--- src/hdl/vtac_pkg.sv ---
// Constants for the vector table offset and application control register block
// Notes on behaviour
// - Bit 29 picks code or SRAM region
// - Bits 28..7 hold read/write table offset
// - Control writes need key 0x5FA on top
// - Control reads return 0xFA05 in top half
// - Bit 15 reports byte order, 1 big
// - Split code n: 7-n pre-emption bits
// - Split applies to every priority field
// - Only top three priority bits exist
// - Clear-active bit erases active state, self-clears
// - Reset request bit raises request until reset
// - Local reset bit pulses reset, self-clears
package vtac_pkg;

  // Register map, byte offsets within the block
  localparam int unsigned      ADDR_W         = 12;
  localparam logic [11:0]      OFF_VTOR       = 12'h008;
  localparam logic [11:0]      OFF_AIRCR      = 12'h00C;

  // Table offset register fields
  localparam int unsigned      REGION_BIT     = 29;
  localparam int unsigned      TOFF_HI        = 28;
  localparam int unsigned      TOFF_LO        = 7;
  localparam int unsigned      TOFF_W         = TOFF_HI - TOFF_LO + 1;
  localparam logic             REGION_RST     = 1'b0;
  localparam logic [21:0]      TOFF_RST       = 22'h000000;

  // Application control register fields
  localparam int unsigned      KEY_HI         = 31;
  localparam int unsigned      KEY_LO         = 16;
  localparam logic [15:0]      KEY_WRITE      = 16'h05FA;
  localparam logic [15:0]      KEY_STATUS     = 16'hFA05;
  localparam int unsigned      ORDER_BIT      = 15;
  localparam int unsigned      GRP_HI         = 10;
  localparam int unsigned      GRP_LO         = 8;
  localparam int unsigned      GRP_W          = 3;
  localparam logic [2:0]       GRP_RST        = 3'h0;
  localparam int unsigned      SYSRST_BIT     = 2;
  localparam int unsigned      CLRACT_BIT     = 1;
  localparam int unsigned      LOCRST_BIT     = 0;

  // Priority slot layout
  localparam int unsigned      PRI_W          = 8;
  localparam int unsigned      PRI_IMPL       = 3;

  // Bus answer states, Gray order
  typedef enum logic [0:0] {
    VTAC_ST_IDLE = 1'b0,
    VTAC_ST_ANSW = 1'b1
  } vtac_state_e;

endpackage

--- src/hdl/vtac_prio_split.sv ---
// One priority slot split into pre-emption and subpriority parts
`timescale 1ns/1ps
`default_nettype none
module vtac_prio_split
  import vtac_pkg::*;
(
  input  wire logic             pclk,
  input  wire logic             presetn,
  input  wire logic [PRI_W-1:0] slot,       // Raw 8-bit priority slot
  input  wire logic [GRP_W-1:0] grp,        // Priority split code
  output logic      [PRI_W-1:0] preempt_r,  // Bits that compare as pre-emption
  output logic      [PRI_W-1:0] sub_r       // Bits used only for ordering
);

  logic [PRI_W-1:0] impl_slot;    // Slot with unimplemented bits forced low
  logic [PRI_W-1:0] pre_mask;     // One where a bit is pre-emption
  logic [PRI_W-1:0] preempt_nxt;
  logic [PRI_W-1:0] sub_nxt;

  ////////////////////////////////////////////////////////////////////////////////
  // Masking and split
  always_comb begin
    // Low bits have no storage behind them, so they never take part
    impl_slot = {slot[PRI_W-1 -: PRI_IMPL], {(PRI_W-PRI_IMPL){1'b0}}};
    for (int i = 0; i < PRI_W; i++) begin
      pre_mask[i] = (4'(i) > {1'b0, grp});
    end
    preempt_nxt = impl_slot & pre_mask;
    sub_nxt     = impl_slot & ~pre_mask;
  end

  // Register the split so that outputs are clean flops
  always_ff @(posedge pclk or negedge presetn) begin
    if (!presetn) begin
      preempt_r <= 8'h00;
      sub_r     <= 8'h00;
    end else begin
      preempt_r <= preempt_nxt;
      sub_r     <= sub_nxt;
    end
  end

  ////////////////////////////////////////////////////////////////////////////////
  // Checks
  chk_split_low_zero: assert property (@(posedge pclk) disable iff (!presetn)
    ##1 ((preempt_r | sub_r) & 8'h1F) == 8'h00)
    else $error("unimplemented priority bits leaked");

  // The first edge after release still shows the reset image, so skip it
  chk_split_partition: assert property (@(posedge pclk) disable iff (!presetn)
    $past(presetn) |-> ((preempt_r & sub_r) == 8'h00) && ((preempt_r | sub_r) == {$past(slot[7:5]), 5'h00})
      && ((preempt_r & (8'hFF >> (7 - $past(grp)))) == 8'h00))
    else $error("priority split wrong for grouping code");

endmodule
`default_nettype wire

--- src/hdl/vtac_regs.sv ---
// Vector table offset and application interrupt and reset control registers on APB
`timescale 1ns/1ps
`default_nettype none
module vtac_regs
  import vtac_pkg::*;
#(
  parameter int unsigned NUM_PRI = 4          // Priority slots to split
)(
  input  wire logic                     pclk,
  input  wire logic                     presetn,
  input  wire logic                     psel,
  input  wire logic                     penable,
  input  wire logic                     pwrite,
  input  wire logic [ADDR_W-1:0]        paddr,
  input  wire logic [31:0]              pwdata,
  output logic      [31:0]              prdata,
  output logic                          pready,
  output logic                          pslverr,
  input  wire logic                     big_endian_strap,
  input  wire logic [NUM_PRI*PRI_W-1:0] pri_slots,
  output logic                          table_region_select,
  output logic      [TOFF_W-1:0]        table_offset_field,
  output logic                          byte_order_bit,
  output logic      [GRP_W-1:0]         priority_split_field,
  output logic                          system_reset_request,
  output logic                          clear_active_state,
  output logic                          local_system_reset,
  output logic      [NUM_PRI*PRI_W-1:0] preempt_level,
  output logic      [NUM_PRI*PRI_W-1:0] sub_level
);

  // Elaboration check on the slot count
  if (NUM_PRI < 1 || NUM_PRI > 240) begin : g_bad_num_pri
    $error("NUM_PRI out of range");
  end

  ////////////////////////////////////////////////////////////////////////////////
  // Declarations
  vtac_state_e       state_r, state_nxt;          // Bus answer state
  logic [31:0]       prdata_r, prdata_nxt;        // Read data, latched with pready
  logic              pready_r, pready_nxt;
  logic              pslverr_r, pslverr_nxt;
  logic              region_r, region_nxt;        // Code or SRAM region
  logic [TOFF_W-1:0] toff_r, toff_nxt;            // Table offset field
  logic              order_r, order_nxt;          // Byte order, from strap
  logic              strap_taken_r;               // Strap caught once after reset
  logic [GRP_W-1:0]  grp_r, grp_nxt;              // Priority split code
  logic              sysrst_r, sysrst_nxt;        // Held reset request
  logic              clract_r, clract_nxt;        // One-cycle clear pulse
  logic              locrst_r, locrst_nxt;        // One-cycle local reset pulse

  logic              hit_vtor;                    // Address decodes
  logic              hit_aircr;
  logic              commit;                      // Completing edge of a transfer
  logic              wr_vtor;
  logic              wr_aircr;                    // Write with correct key
  logic              key_ok;
  logic [GRP_W-1:0]  wr_grp;                      // Written split code
  logic              wr_region;                   // Written region bit
  logic [31:0]       vtor_view;                   // Read images
  logic [31:0]       aircr_view;

  ////////////////////////////////////////////////////////////////////////////////
  // Decode and read images
  always_comb begin
    hit_vtor   = (paddr == OFF_VTOR);
    hit_aircr  = (paddr == OFF_AIRCR);
    commit     = (state_r == VTAC_ST_ANSW) && psel && penable;
    key_ok     = (pwdata[KEY_HI:KEY_LO] == KEY_WRITE);
    wr_vtor    = commit && pwrite && hit_vtor;
    wr_aircr   = commit && pwrite && hit_aircr && key_ok;
    wr_grp     = pwdata[GRP_HI:GRP_LO];
    wr_region  = pwdata[REGION_BIT];
    // Reserved bits are simply never wired to storage
    vtor_view  = {2'b00, region_r, toff_r, 7'h00};
    // Action bits are pulses or held requests and read back as zero
    aircr_view = {KEY_STATUS, order_r, 4'h0, grp_r, 8'h00};
  end

  ////////////////////////////////////////////////////////////////////////////////
  // Bus answer: one wait cycle, then pready for the completing edge
  always_comb begin
    state_nxt   = state_r;
    prdata_nxt  = prdata_r;
    pready_nxt  = 1'b0;
    pslverr_nxt = 1'b0;
    case (state_r)
      VTAC_ST_IDLE: begin
        // Access phase seen: prepare the answer
        if (psel && penable) begin
          state_nxt   = VTAC_ST_ANSW;
          pready_nxt  = 1'b1;
          pslverr_nxt = !(hit_vtor || hit_aircr);
          prdata_nxt  = hit_vtor ? vtor_view : (hit_aircr ? aircr_view : 32'h00000000);
        end
      end
      VTAC_ST_ANSW: begin
        // Transfer completes on this edge
        state_nxt = VTAC_ST_IDLE;
      end
      default: begin
        state_nxt = VTAC_ST_IDLE;
      end
    endcase
  end

  ////////////////////////////////////////////////////////////////////////////////
  // Register field updates
  always_comb begin
    region_nxt = region_r;
    toff_nxt   = toff_r;
    grp_nxt    = grp_r;
    sysrst_nxt = sysrst_r;
    clract_nxt = 1'b0;
    locrst_nxt = 1'b0;
    // Strap is read only once it has been sampled after release
    order_nxt  = strap_taken_r ? order_r : big_endian_strap;
    if (wr_vtor) begin
      region_nxt = wr_region;
      toff_nxt   = pwdata[TOFF_HI:TOFF_LO];
    end
    // Alignment of the offset is the writer's duty; no check here
    if (wr_aircr) begin
      grp_nxt    = wr_grp;
      clract_nxt = pwdata[CLRACT_BIT];
      locrst_nxt = pwdata[LOCRST_BIT];
      // Held until the warm reset that it causes arrives on presetn
      sysrst_nxt = sysrst_r | pwdata[SYSRST_BIT];
    end
  end

  // All state flops
  always_ff @(posedge pclk or negedge presetn) begin
    if (!presetn) begin
      state_r       <= VTAC_ST_IDLE;
      prdata_r      <= 32'h00000000;
      pready_r      <= 1'b0;
      pslverr_r     <= 1'b0;
      region_r      <= REGION_RST;
      toff_r        <= TOFF_RST;
      order_r       <= 1'b0;
      strap_taken_r <= 1'b0;
      grp_r         <= GRP_RST;
      sysrst_r      <= 1'b0;
      clract_r      <= 1'b0;
      locrst_r      <= 1'b0;
    end else begin
      state_r       <= state_nxt;
      prdata_r      <= prdata_nxt;
      pready_r      <= pready_nxt;
      pslverr_r     <= pslverr_nxt;
      region_r      <= region_nxt;
      toff_r        <= toff_nxt;
      order_r       <= order_nxt;
      strap_taken_r <= 1'b1;
      grp_r         <= grp_nxt;
      sysrst_r      <= sysrst_nxt;
      clract_r      <= clract_nxt;
      locrst_r      <= locrst_nxt;
    end
  end

  // Outputs straight from flops
  assign prdata               = prdata_r;
  assign pready               = pready_r;
  assign pslverr              = pslverr_r;
  assign table_region_select  = region_r;
  assign table_offset_field   = toff_r;
  assign byte_order_bit       = order_r;
  assign priority_split_field = grp_r;
  assign system_reset_request = sysrst_r;
  assign clear_active_state   = clract_r;
  assign local_system_reset   = locrst_r;

  ////////////////////////////////////////////////////////////////////////////////
  // Per-slot priority split
  for (genvar g = 0; g < NUM_PRI; g++) begin : g_split
    vtac_prio_split u_split (
      .pclk      (pclk),
      .presetn   (presetn),
      .slot      (pri_slots[g*PRI_W +: PRI_W]),
      .grp       (grp_r),
      .preempt_r (preempt_level[g*PRI_W +: PRI_W]),
      .sub_r     (sub_level[g*PRI_W +: PRI_W])
    );
  end

  ////////////////////////////////////////////////////////////////////////////////
  // Checks
  chk_key_guard: assert property (@(posedge pclk) disable iff (!presetn)
    (commit && pwrite && hit_aircr && !key_ok) |=> $stable(grp_r) && $stable(sysrst_r)
      && !clract_r && !locrst_r)
    else $error("keyless control write changed state");

  chk_key_update: assert property (@(posedge pclk) disable iff (!presetn)
    wr_aircr |=> (grp_r == $past(wr_grp)))
    else $error("keyed write did not load split code");

  chk_key_readback: assert property (@(posedge pclk) disable iff (!presetn)
    (pready && hit_aircr && !pwrite) |-> (prdata[KEY_HI:KEY_LO] == KEY_STATUS) && (prdata[14:11] == 4'h0)
      && (prdata[7:0] == 8'h00))
    else $error("control readback wrong");

  chk_vtor_reserved: assert property (@(posedge pclk) disable iff (!presetn)
    (pready && hit_vtor && !pwrite) |-> (prdata[31:30] == 2'b00) && (prdata[6:0] == 7'h00))
    else $error("table offset reserved bits not zero");

  chk_vtor_write: assert property (@(posedge pclk) disable iff (!presetn)
    wr_vtor |=> (table_region_select == $past(wr_region)))
    else $error("region bit not stored");

  chk_clear_pulse: assert property (@(posedge pclk) disable iff (!presetn)
    (wr_aircr && pwdata[CLRACT_BIT]) |=> clear_active_state ##1 !clear_active_state)
    else $error("clear-active is not a one-cycle pulse");

  chk_locrst_pulse: assert property (@(posedge pclk) disable iff (!presetn)
    (wr_aircr && pwdata[LOCRST_BIT]) |=> local_system_reset ##1 !local_system_reset)
    else $error("local reset is not a one-cycle pulse");

  chk_sysreset_hold: assert property (@(posedge pclk) disable iff (!presetn)
    (wr_aircr && pwdata[SYSRST_BIT]) |=> system_reset_request [*4])
    else $error("reset request not held");

  chk_ready_spacing: assert property (@(posedge pclk) disable iff (!presetn)
    pready |=> !pready)
    else $error("pready held more than one cycle");

endmodule
`default_nettype wire

--- config.mk ---
export PLATFORM = sky130hd
export DESIGN_NAME = vtac_regs
export DESIGN_NICKNAME = d
export VERILOG_FILES = /design/src/hdl/vtac_pkg.sv /design/src/hdl/vtac_prio_split.sv /design/src/hdl/vtac_regs.sv
export SDC_FILE = /design/constraint.sdc
export NUM_CORES = 1
export LEC_CHECK = 0
export BUFFER_PORTS_ARGS = -buffer_cell sky130_fd_sc_hd__buf_2
export CAP_MARGIN = 40
export CORE_UTILIZATION = 39
export DETAILED_ROUTE_END_ITERATION = 10
export GPL_ROUTABILITY_DRIVEN = 0
export PLACE_DENSITY = 0.77
export SETUP_SLACK_MARGIN = 0.3
export SLEW_MARGIN = 20
export SYNTH_ARGS = -nofsm -noshare
export SYNTH_HDL_FRONTEND = slang
export SYNTH_SLANG_ARGS = --single-unit
export TNS_END_PERCENT = 50
--- constraint.sdc ---
create_clock -name pclk -period 1.4 [get_ports pclk]
set_input_delay 0.42 -clock pclk [delete_from_list [all_inputs] [get_ports pclk]]
set_output_delay 0.42 -clock pclk [all_outputs]
set_load 0.05 [all_outputs]
==> reports/metrics.cfg, run 1 <==
[outcome]
outcome = finished with violations
violations = negative setup slack

[run]
cap_violations = 0

[floorplan]
fp.dieArea_um2 = 9240
row_count = 33
initial_core_util_pct = 41.2
die_h_um = 96.1
chipWidth_um = 96.1
io-pin-count = 210
coreArea_um2 = 8380

[logic_synthesis]
synth-seq-cells = 81
synth_cell_type_count = 32
yosys-top-cells-area = dfrtp_1, buf_4, mux2_2, nand2_1, and2_1
yosysMostFrequentCell = dfrtp_1
syn_area_um2 = 3460
synth-edff-count = 0
yosys_most_used_dff = dfrtp_1
syn-instance-count = 302
yosysWarnings = 0
yosysTopAreaCell = dfrtp_1
seq_area_frac_synth_pct = 58.7
synth_common_cells = dfrtp_1, buf_4, nand2_1
synth_top_area_share_pct = 58.7
async_flop_share_pct = 100
syn_area_per_cell_um2 = 11.4

[critical_path]
crit_required_ns = 1.64
cp_max_fo = 4
crit_arrival_ns = 2.08
worst_setup_path_end_kind = flop
worst-r2r-cell-count = 6
crit_type = in2reg
cp-start-kind = input port

[drt]
wl_per_cell_um = 17.9
drc = 0
dr_total_vias = 2906
first_pass_iters = 4
wl_mm = 10.9
routed_via_density = 4.78
final_antenna_net_count = 0
first_iter_violations = 46

[clock_tree]
clkTransAtPathRegs_ns = 0.08
clockRootBuffer = clkbuf_8
numCtsBuffers = 9
cts_tree = done
cts_max_level = 3
clock_latency_ns = 0.35
cts_buffer_depth = 2
clock-sinks = 81

[pwr]
switchingPower_mw = 1.52
switching_share_pct = 29.2
vdd_drop_max_mv = 0.529
seqPwrFrac_pct = 46.3
p_int_mw = 3.70
pwr-share-clk_pct = 36.1
p_leak_nw = 2.98
p_per_area_nw_per_um2 = 929
power_frac_comb_pct = 17.6

[timing]
finClkSkew_ns = 0.0124
rsz0062_at_grt = yes
min_period_over_period_pct = 132
layout_setup_ws_ns = -0.446
tightestPinTransition_ns = 0.521
fin_tns_setup_ns = -10.83
hold_violations = 0
fmax_ghz = 0.542
slew_headroom_pct = 65.3
setup_viol = 53
period_needed_ns = 1.85
drv_slew = 0

[place]
placed_cells_incl_taps = 562
hpwl_mm = 6.60
port_buffers = 138

[finish]
fin_cells = 608
finalNetCount = 579
drive_above_1_share_pct = 53.0
area_delta_synth_final_pct = 62.9

[global_route]
grt_pass1_vias = 2966
antenna_found_initial = 1
overflow = 0
grt_pass1_wl_mm = 14.9
grt_max_degree = 26
grtUsageTotal_pct = 22.2

[hold_path]
hold_path.class = in2reg
min_delay_path_depth = 2

[power groups by stage]
stage	Combinational (mW)	Clock, mW	Sequential [mW]
after floorplan	0.447	0	2.63
final	0.920	1.89	2.42
after global routing	0.969	2.03	2.43
after CTS	0.883	1.90	2.42
after global placement	0.793	0	2.45
after detailed placement	0.800	0	2.45
[layout make-up]
| class | instances | area, µm² |
|---|---|---|
| Sequential cell | 81 | 2030 |
| Clock inverter | 3 | 65.1 |
| Timing Repair Buffer | 197 | 1870 |
| Tap cell | 105 | 131 |
| Clock buffer | 13 | 149 |
| Multi-Input combinational cell | 207 | 1370 |
| Fill cell | 618 | 2750 |
| Inverter | 1 | 16.3 |
| Antenna cell | 1 | 2.50 |
[worst paths after layout]
check,slack [ns],to,start
max,-0.45,priority_split_field[1],paddr[11]
min,0.28,clear_active_state,pwdata[1]
max reg2reg,-0.15,table_offset_field[8],pready
min reg2reg,0.50,system_reset_request,system_reset_request
max in group asynchronous,0.42,table_offset_field[17],presetn
min in group asynchronous,0.53,priority_split_field[1],presetn
[cell families after synthesis]
logic type,share of synthesized area (%)
buffers and inverters,11.8
other,0.217
multiplexers,8.80
flip-flops,58.7
AND/OR/NAND/NOR,17.8
AO/OA/AOI/OAI,2.68
[per-stage QoR]
| stage | hold slack, ns | setup slack (ns) | util [%] | total power, mW | area (µm²) |
|---|---|---|---|---|---|
| floorplan | 0.124 | -0.749 | - | 3.08 | 3660 |
| global placement | 0.329 | -0.904 | 52.0 | 3.25 | 4360 |
| detailed placement | 0.327 | -0.916 | 52.0 | 3.25 | 4360 |
| CTS | 0.260 | -0.488 | 63.8 | 5.20 | 5340 |
| global route | 0.269 | -0.447 | 67.2 | 5.43 | 5630 |
| finish | 0.281 | -0.446 | 67.2 | 5.23 | 5630 |
[sequential cells by signal (all words and copies together), names as in the netlist]
signal / cells
priority_split_field: 3
g_split.u_split.sub_r: 12
clear_active_state: 1
local_system_reset: 1
prdata: 24
table_region_select: 1
system_reset_request: 1
pslverr: 1
pready: 1
strap_taken_r: 1
g_split.u_split.preempt_r: 12
byte_order_bit: 1
table_offset_field: 22
[routing by layer]
layer	GRT usage [%]	vias up	share of wire (%)
li1	-	1307	-
met1	23.8	1446	37
met2	41.1	137	54
met3	5.53	16	6.8
met4	9.08	0	2.1
met5	0	-	0
[layout by cell type, fill, tap and decap left out, types with 2 or more instances in the layout]
master,count
buf_8,3
dfrtp_1,80
and3_1,8
clkbuf_1,3
nor4bb_1,2
and2_1,13
clkbuf_16,2
buf_12,6
clkbuf_8,10
nor2_4,2
buf_16,2
o211ai_1,3
a21oi_1,3
nor4_4,2
mux2_4,4
nor3_4,2
nand2_1,45
bufinv_16,2
nand3_1,17
mux2_2,23
a21oi_2,4
nor2_1,6
buf_4,40
or4b_4,2
buf_6,92
conb_1,48
and2_4,6
or4_4,3
buf_2,51
[timing repair]
action | in CTS | in global routing
pin swaps | 13 | 21
hold endpoints to repair | 14 | 0
gates cloned | 2 | 3
setup endpoints to repair | 141 | 146
setup buffers | 15 | 8
hold buffers | 1 | 0
gates resized for setup | 182 | 38
[worst max-delay path, stage by stage]
cell,delay [ns]
buf_6,0.09
or4_4,0.53
or3_4,0.42
nor4_4,0.13
buf_4,0.18
mux2_4,0.30
Note: power is estimated with default switching activity, not from simulation.
==> inputs of run 2 (changes only) <==
--- a/config.mk
+++ b/config.mk
@@ -5,11 +5,11 @@
 export SDC_FILE = /design/constraint.sdc
 export NUM_CORES = 1
 export LEC_CHECK = 0
+export ABC_AREA = 1
 export BUFFER_PORTS_ARGS = -buffer_cell sky130_fd_sc_hd__buf_2
 export CAP_MARGIN = 40
-export CORE_UTILIZATION = 39
+export CORE_UTILIZATION = 40
 export DETAILED_ROUTE_END_ITERATION = 10
-export GPL_ROUTABILITY_DRIVEN = 0
 export PLACE_DENSITY = 0.77
 export SETUP_SLACK_MARGIN = 0.3
 export SLEW_MARGIN = 20
==> reports/metrics.cfg, run 2 <==
[drt]
first_iter_violations = 112
wl_mm = 10.1
routed_via_density = 4.55
drc = 0
final_antenna_net_count = 0
first_pass_iters = 4
wl_per_cell_um = 13.6
dr_total_vias = 3388

[clock_tree]
clkTransAtPathRegs_ns = 0.08
numCtsBuffers = 9
cts_tree = done
clockRootBuffer = clkbuf_8
clock_latency_ns = 0.36
cts_buffer_depth = 2
cts_max_level = 3
clock-sinks = 81

[logic_synthesis]
yosysTopAreaCell = dfrtp_1
yosys-top-cells-area = dfrtp_1, nand2_1, buf_4, inv_1, nand3_1
synth_top_family_by_area = simple AND/OR/NAND/NOR gates
yosysMostFrequentCell = nand2_1
yosys_most_used_dff = dfrtp_1
yosysWarnings = 0
synth-seq-cells = 81
synth_xor_xnor_area_share_pct = 0
synth_adder_area_share_pct = 0
synth_cell_type_count = 22
syn-instance-count = 426
seq_area_frac_synth_pct = 54.0
synth_compound_area_share_pct = 5.34
syn_area_per_cell_um2 = 8.81
synth-edff-count = 0
yosys.area_share.simple_pct = 22.7
async_flop_share_pct = 100
synth_common_cells = nand2_1, dfrtp_1, inv_1
syn_area_um2 = 3750
synth_mux_area_share_pct = 0.300
synth_top_area_share_pct = 54.0

[critical_path]
cpLargestDelayFamily = flip-flops
crit_chain = buf_6
r2r_start = pready
cp-start-kind = flop
crit_arrival_ns = 0.94
worst_setup_path_end_kind = output port
crit_required_ns = 0.98
cp_max_fo = 3
critPathSlowestCell = dfrtp_2
cpPeakStageDelay_ns = 0.44
crit_type = reg2out
critical_path_buf_inv_count = 1
reg2reg_slack_ns = 0.12
rr_endpoint = table_offset_field[7]
worst-r2r-cell-count = 6

[finish]
diodes = 0
largest_reg_flops = 24
fill_cells = 674
area_delta_synth_final_pct = 52.8
design_area_um2 = 5730
utilization_pct = 64.5
layout_commonest_cell = nand2_1
drive_above_1_share_pct = 43.3
fin_cells = 745
layout_common_cells = nand2_1, buf_6, dfrtp_1, buf_4, buf_2
finalNetCount = 714

[run]
cap_violations = 0

[pwr]
fin_total_pwr_mw = 4.95
vdd_drop_max_mv = 0.512
p_per_area_nw_per_um2 = 863
p_leak_nw = 3.29

[hold_path]
hp-start = pwdata[1]
min_delay_path_depth = 3
hold_path.class = in2reg
hold_path_end = clear_active_state

[floorplan]
initial_core_util_pct = 42.2
chipWidth_um = 98.9
row_count = 34
io-pin-count = 210
coreArea_um2 = 8890
fp.dieArea_um2 = 9770
die_h_um = 98.9

[place]
placed_cells_incl_taps = 683
gp_congestion = 0.783
port_buffers = 138
hpwl_mm = 6.66
pre_cts_slack_ns = -0.148
placed_cell_area_um2 = 4620

[global_route]
grt_max_degree = 47
overflow = 0
grt_pass1_wl_mm = 15.6
antenna_found_initial = 0
grtUsageTotal_pct = 21.0
grt_pass1_vias = 3207

[timing]
finClkSkew_ns = 0.0101
hold_violations = 0
rsz0062_at_grt = yes
layout_setup_ws_ns = 0.0366
fmax_ghz = 0.733
period_needed_ns = 1.36
drv_slew = 0
min_period_over_period_pct = 97.4
setup_viol = 0

[outcome]
outcome = finished, final reports clean

[run 2: cell types whose count changed in the layout (fill, tap and decap cells not counted), moves of 15 or more]
cell and delta:
nand3_2 +15, nor2_1 +27, nand2_1 +64, mux2_2 -22, buf_4 +25, inv_1 +54
[run 2: kinds of logic after synthesis]
logic type,count (synthesis)
compound gates,28
buf+inv,115
flops,81
mux,1
other cells,2
simple gates,199
[run 2: worst max-delay path by stage]
stage,start,end,slack [ns],cells past startpoint
3_3_place_gp,paddr[1],table_offset_field[2],-0.10,7
3_5_place_dp,paddr[11],local_system_reset,-0.15,8
6_report,prdata[30],prdata[31],0.04,1
5_1_grt,priority_split_field[1],priority_split_field[1],0.005,1
4_1_cts,priority_split_field[1],priority_split_field[1],0.02,1
2_1_floorplan,pready,table_offset_field[20],0.08,6
[run 2: metal layers]
metal / track usage [%] / wire length (µm) / up-vias
met5: 0 / 0 / -
met4: 10.8 / 276 / 0
met3: 2.77 / 522 / 23
met2: 36.8 / 5350 / 149
met1: 25.2 / 4000 / 1605
li1: - / - / 1611
[run 2: timing repair]
item | in CTS | in global routing
endpoints found under the setup margin | 147 | 183
pin swaps | 0 | 6
setup buffers | 32 | 13
hold buffers | 1 | 0
gates resized for setup | 146 | 37
cloned | 0 | 0
hold endpoints to repair | 24 | 0
[run 2: cell type report]
cell class	instances	area [µm²]	area share, %
sequential	81	2030	35.4
timing repair buffer	207	1770	30.9
multi-input combinational	276	1370	23.9
inverter	57	214	3.73
tap	108	135	2.36
clock buffer	11	131	2.29
clock inverter	5	78.8	1.37
[run 2: power by group]
part / internal, mW / total (mW) / leakage (nW) / switching (mW)
clock network: 1.01 / 1.85 / 0.108 / 0.844
logic: 0.173 / 0.719 / 2.11 / 0.546
registers: 2.36 / 2.38 / 1.07 / 0.0136
[run 2: metrics by stage]
| step | setup TNS (ns) | hold WS, ns |
|---|---|---|
| after floorplan | 0 | 0.124 |
| after global placement | -4.07 | 0.356 |
| after detailed placement | -5.61 | 0.367 |
| after CTS | 0 | 0.261 |
| after global routing | 0 | 0.272 |
| final | 0 | 0.272 |
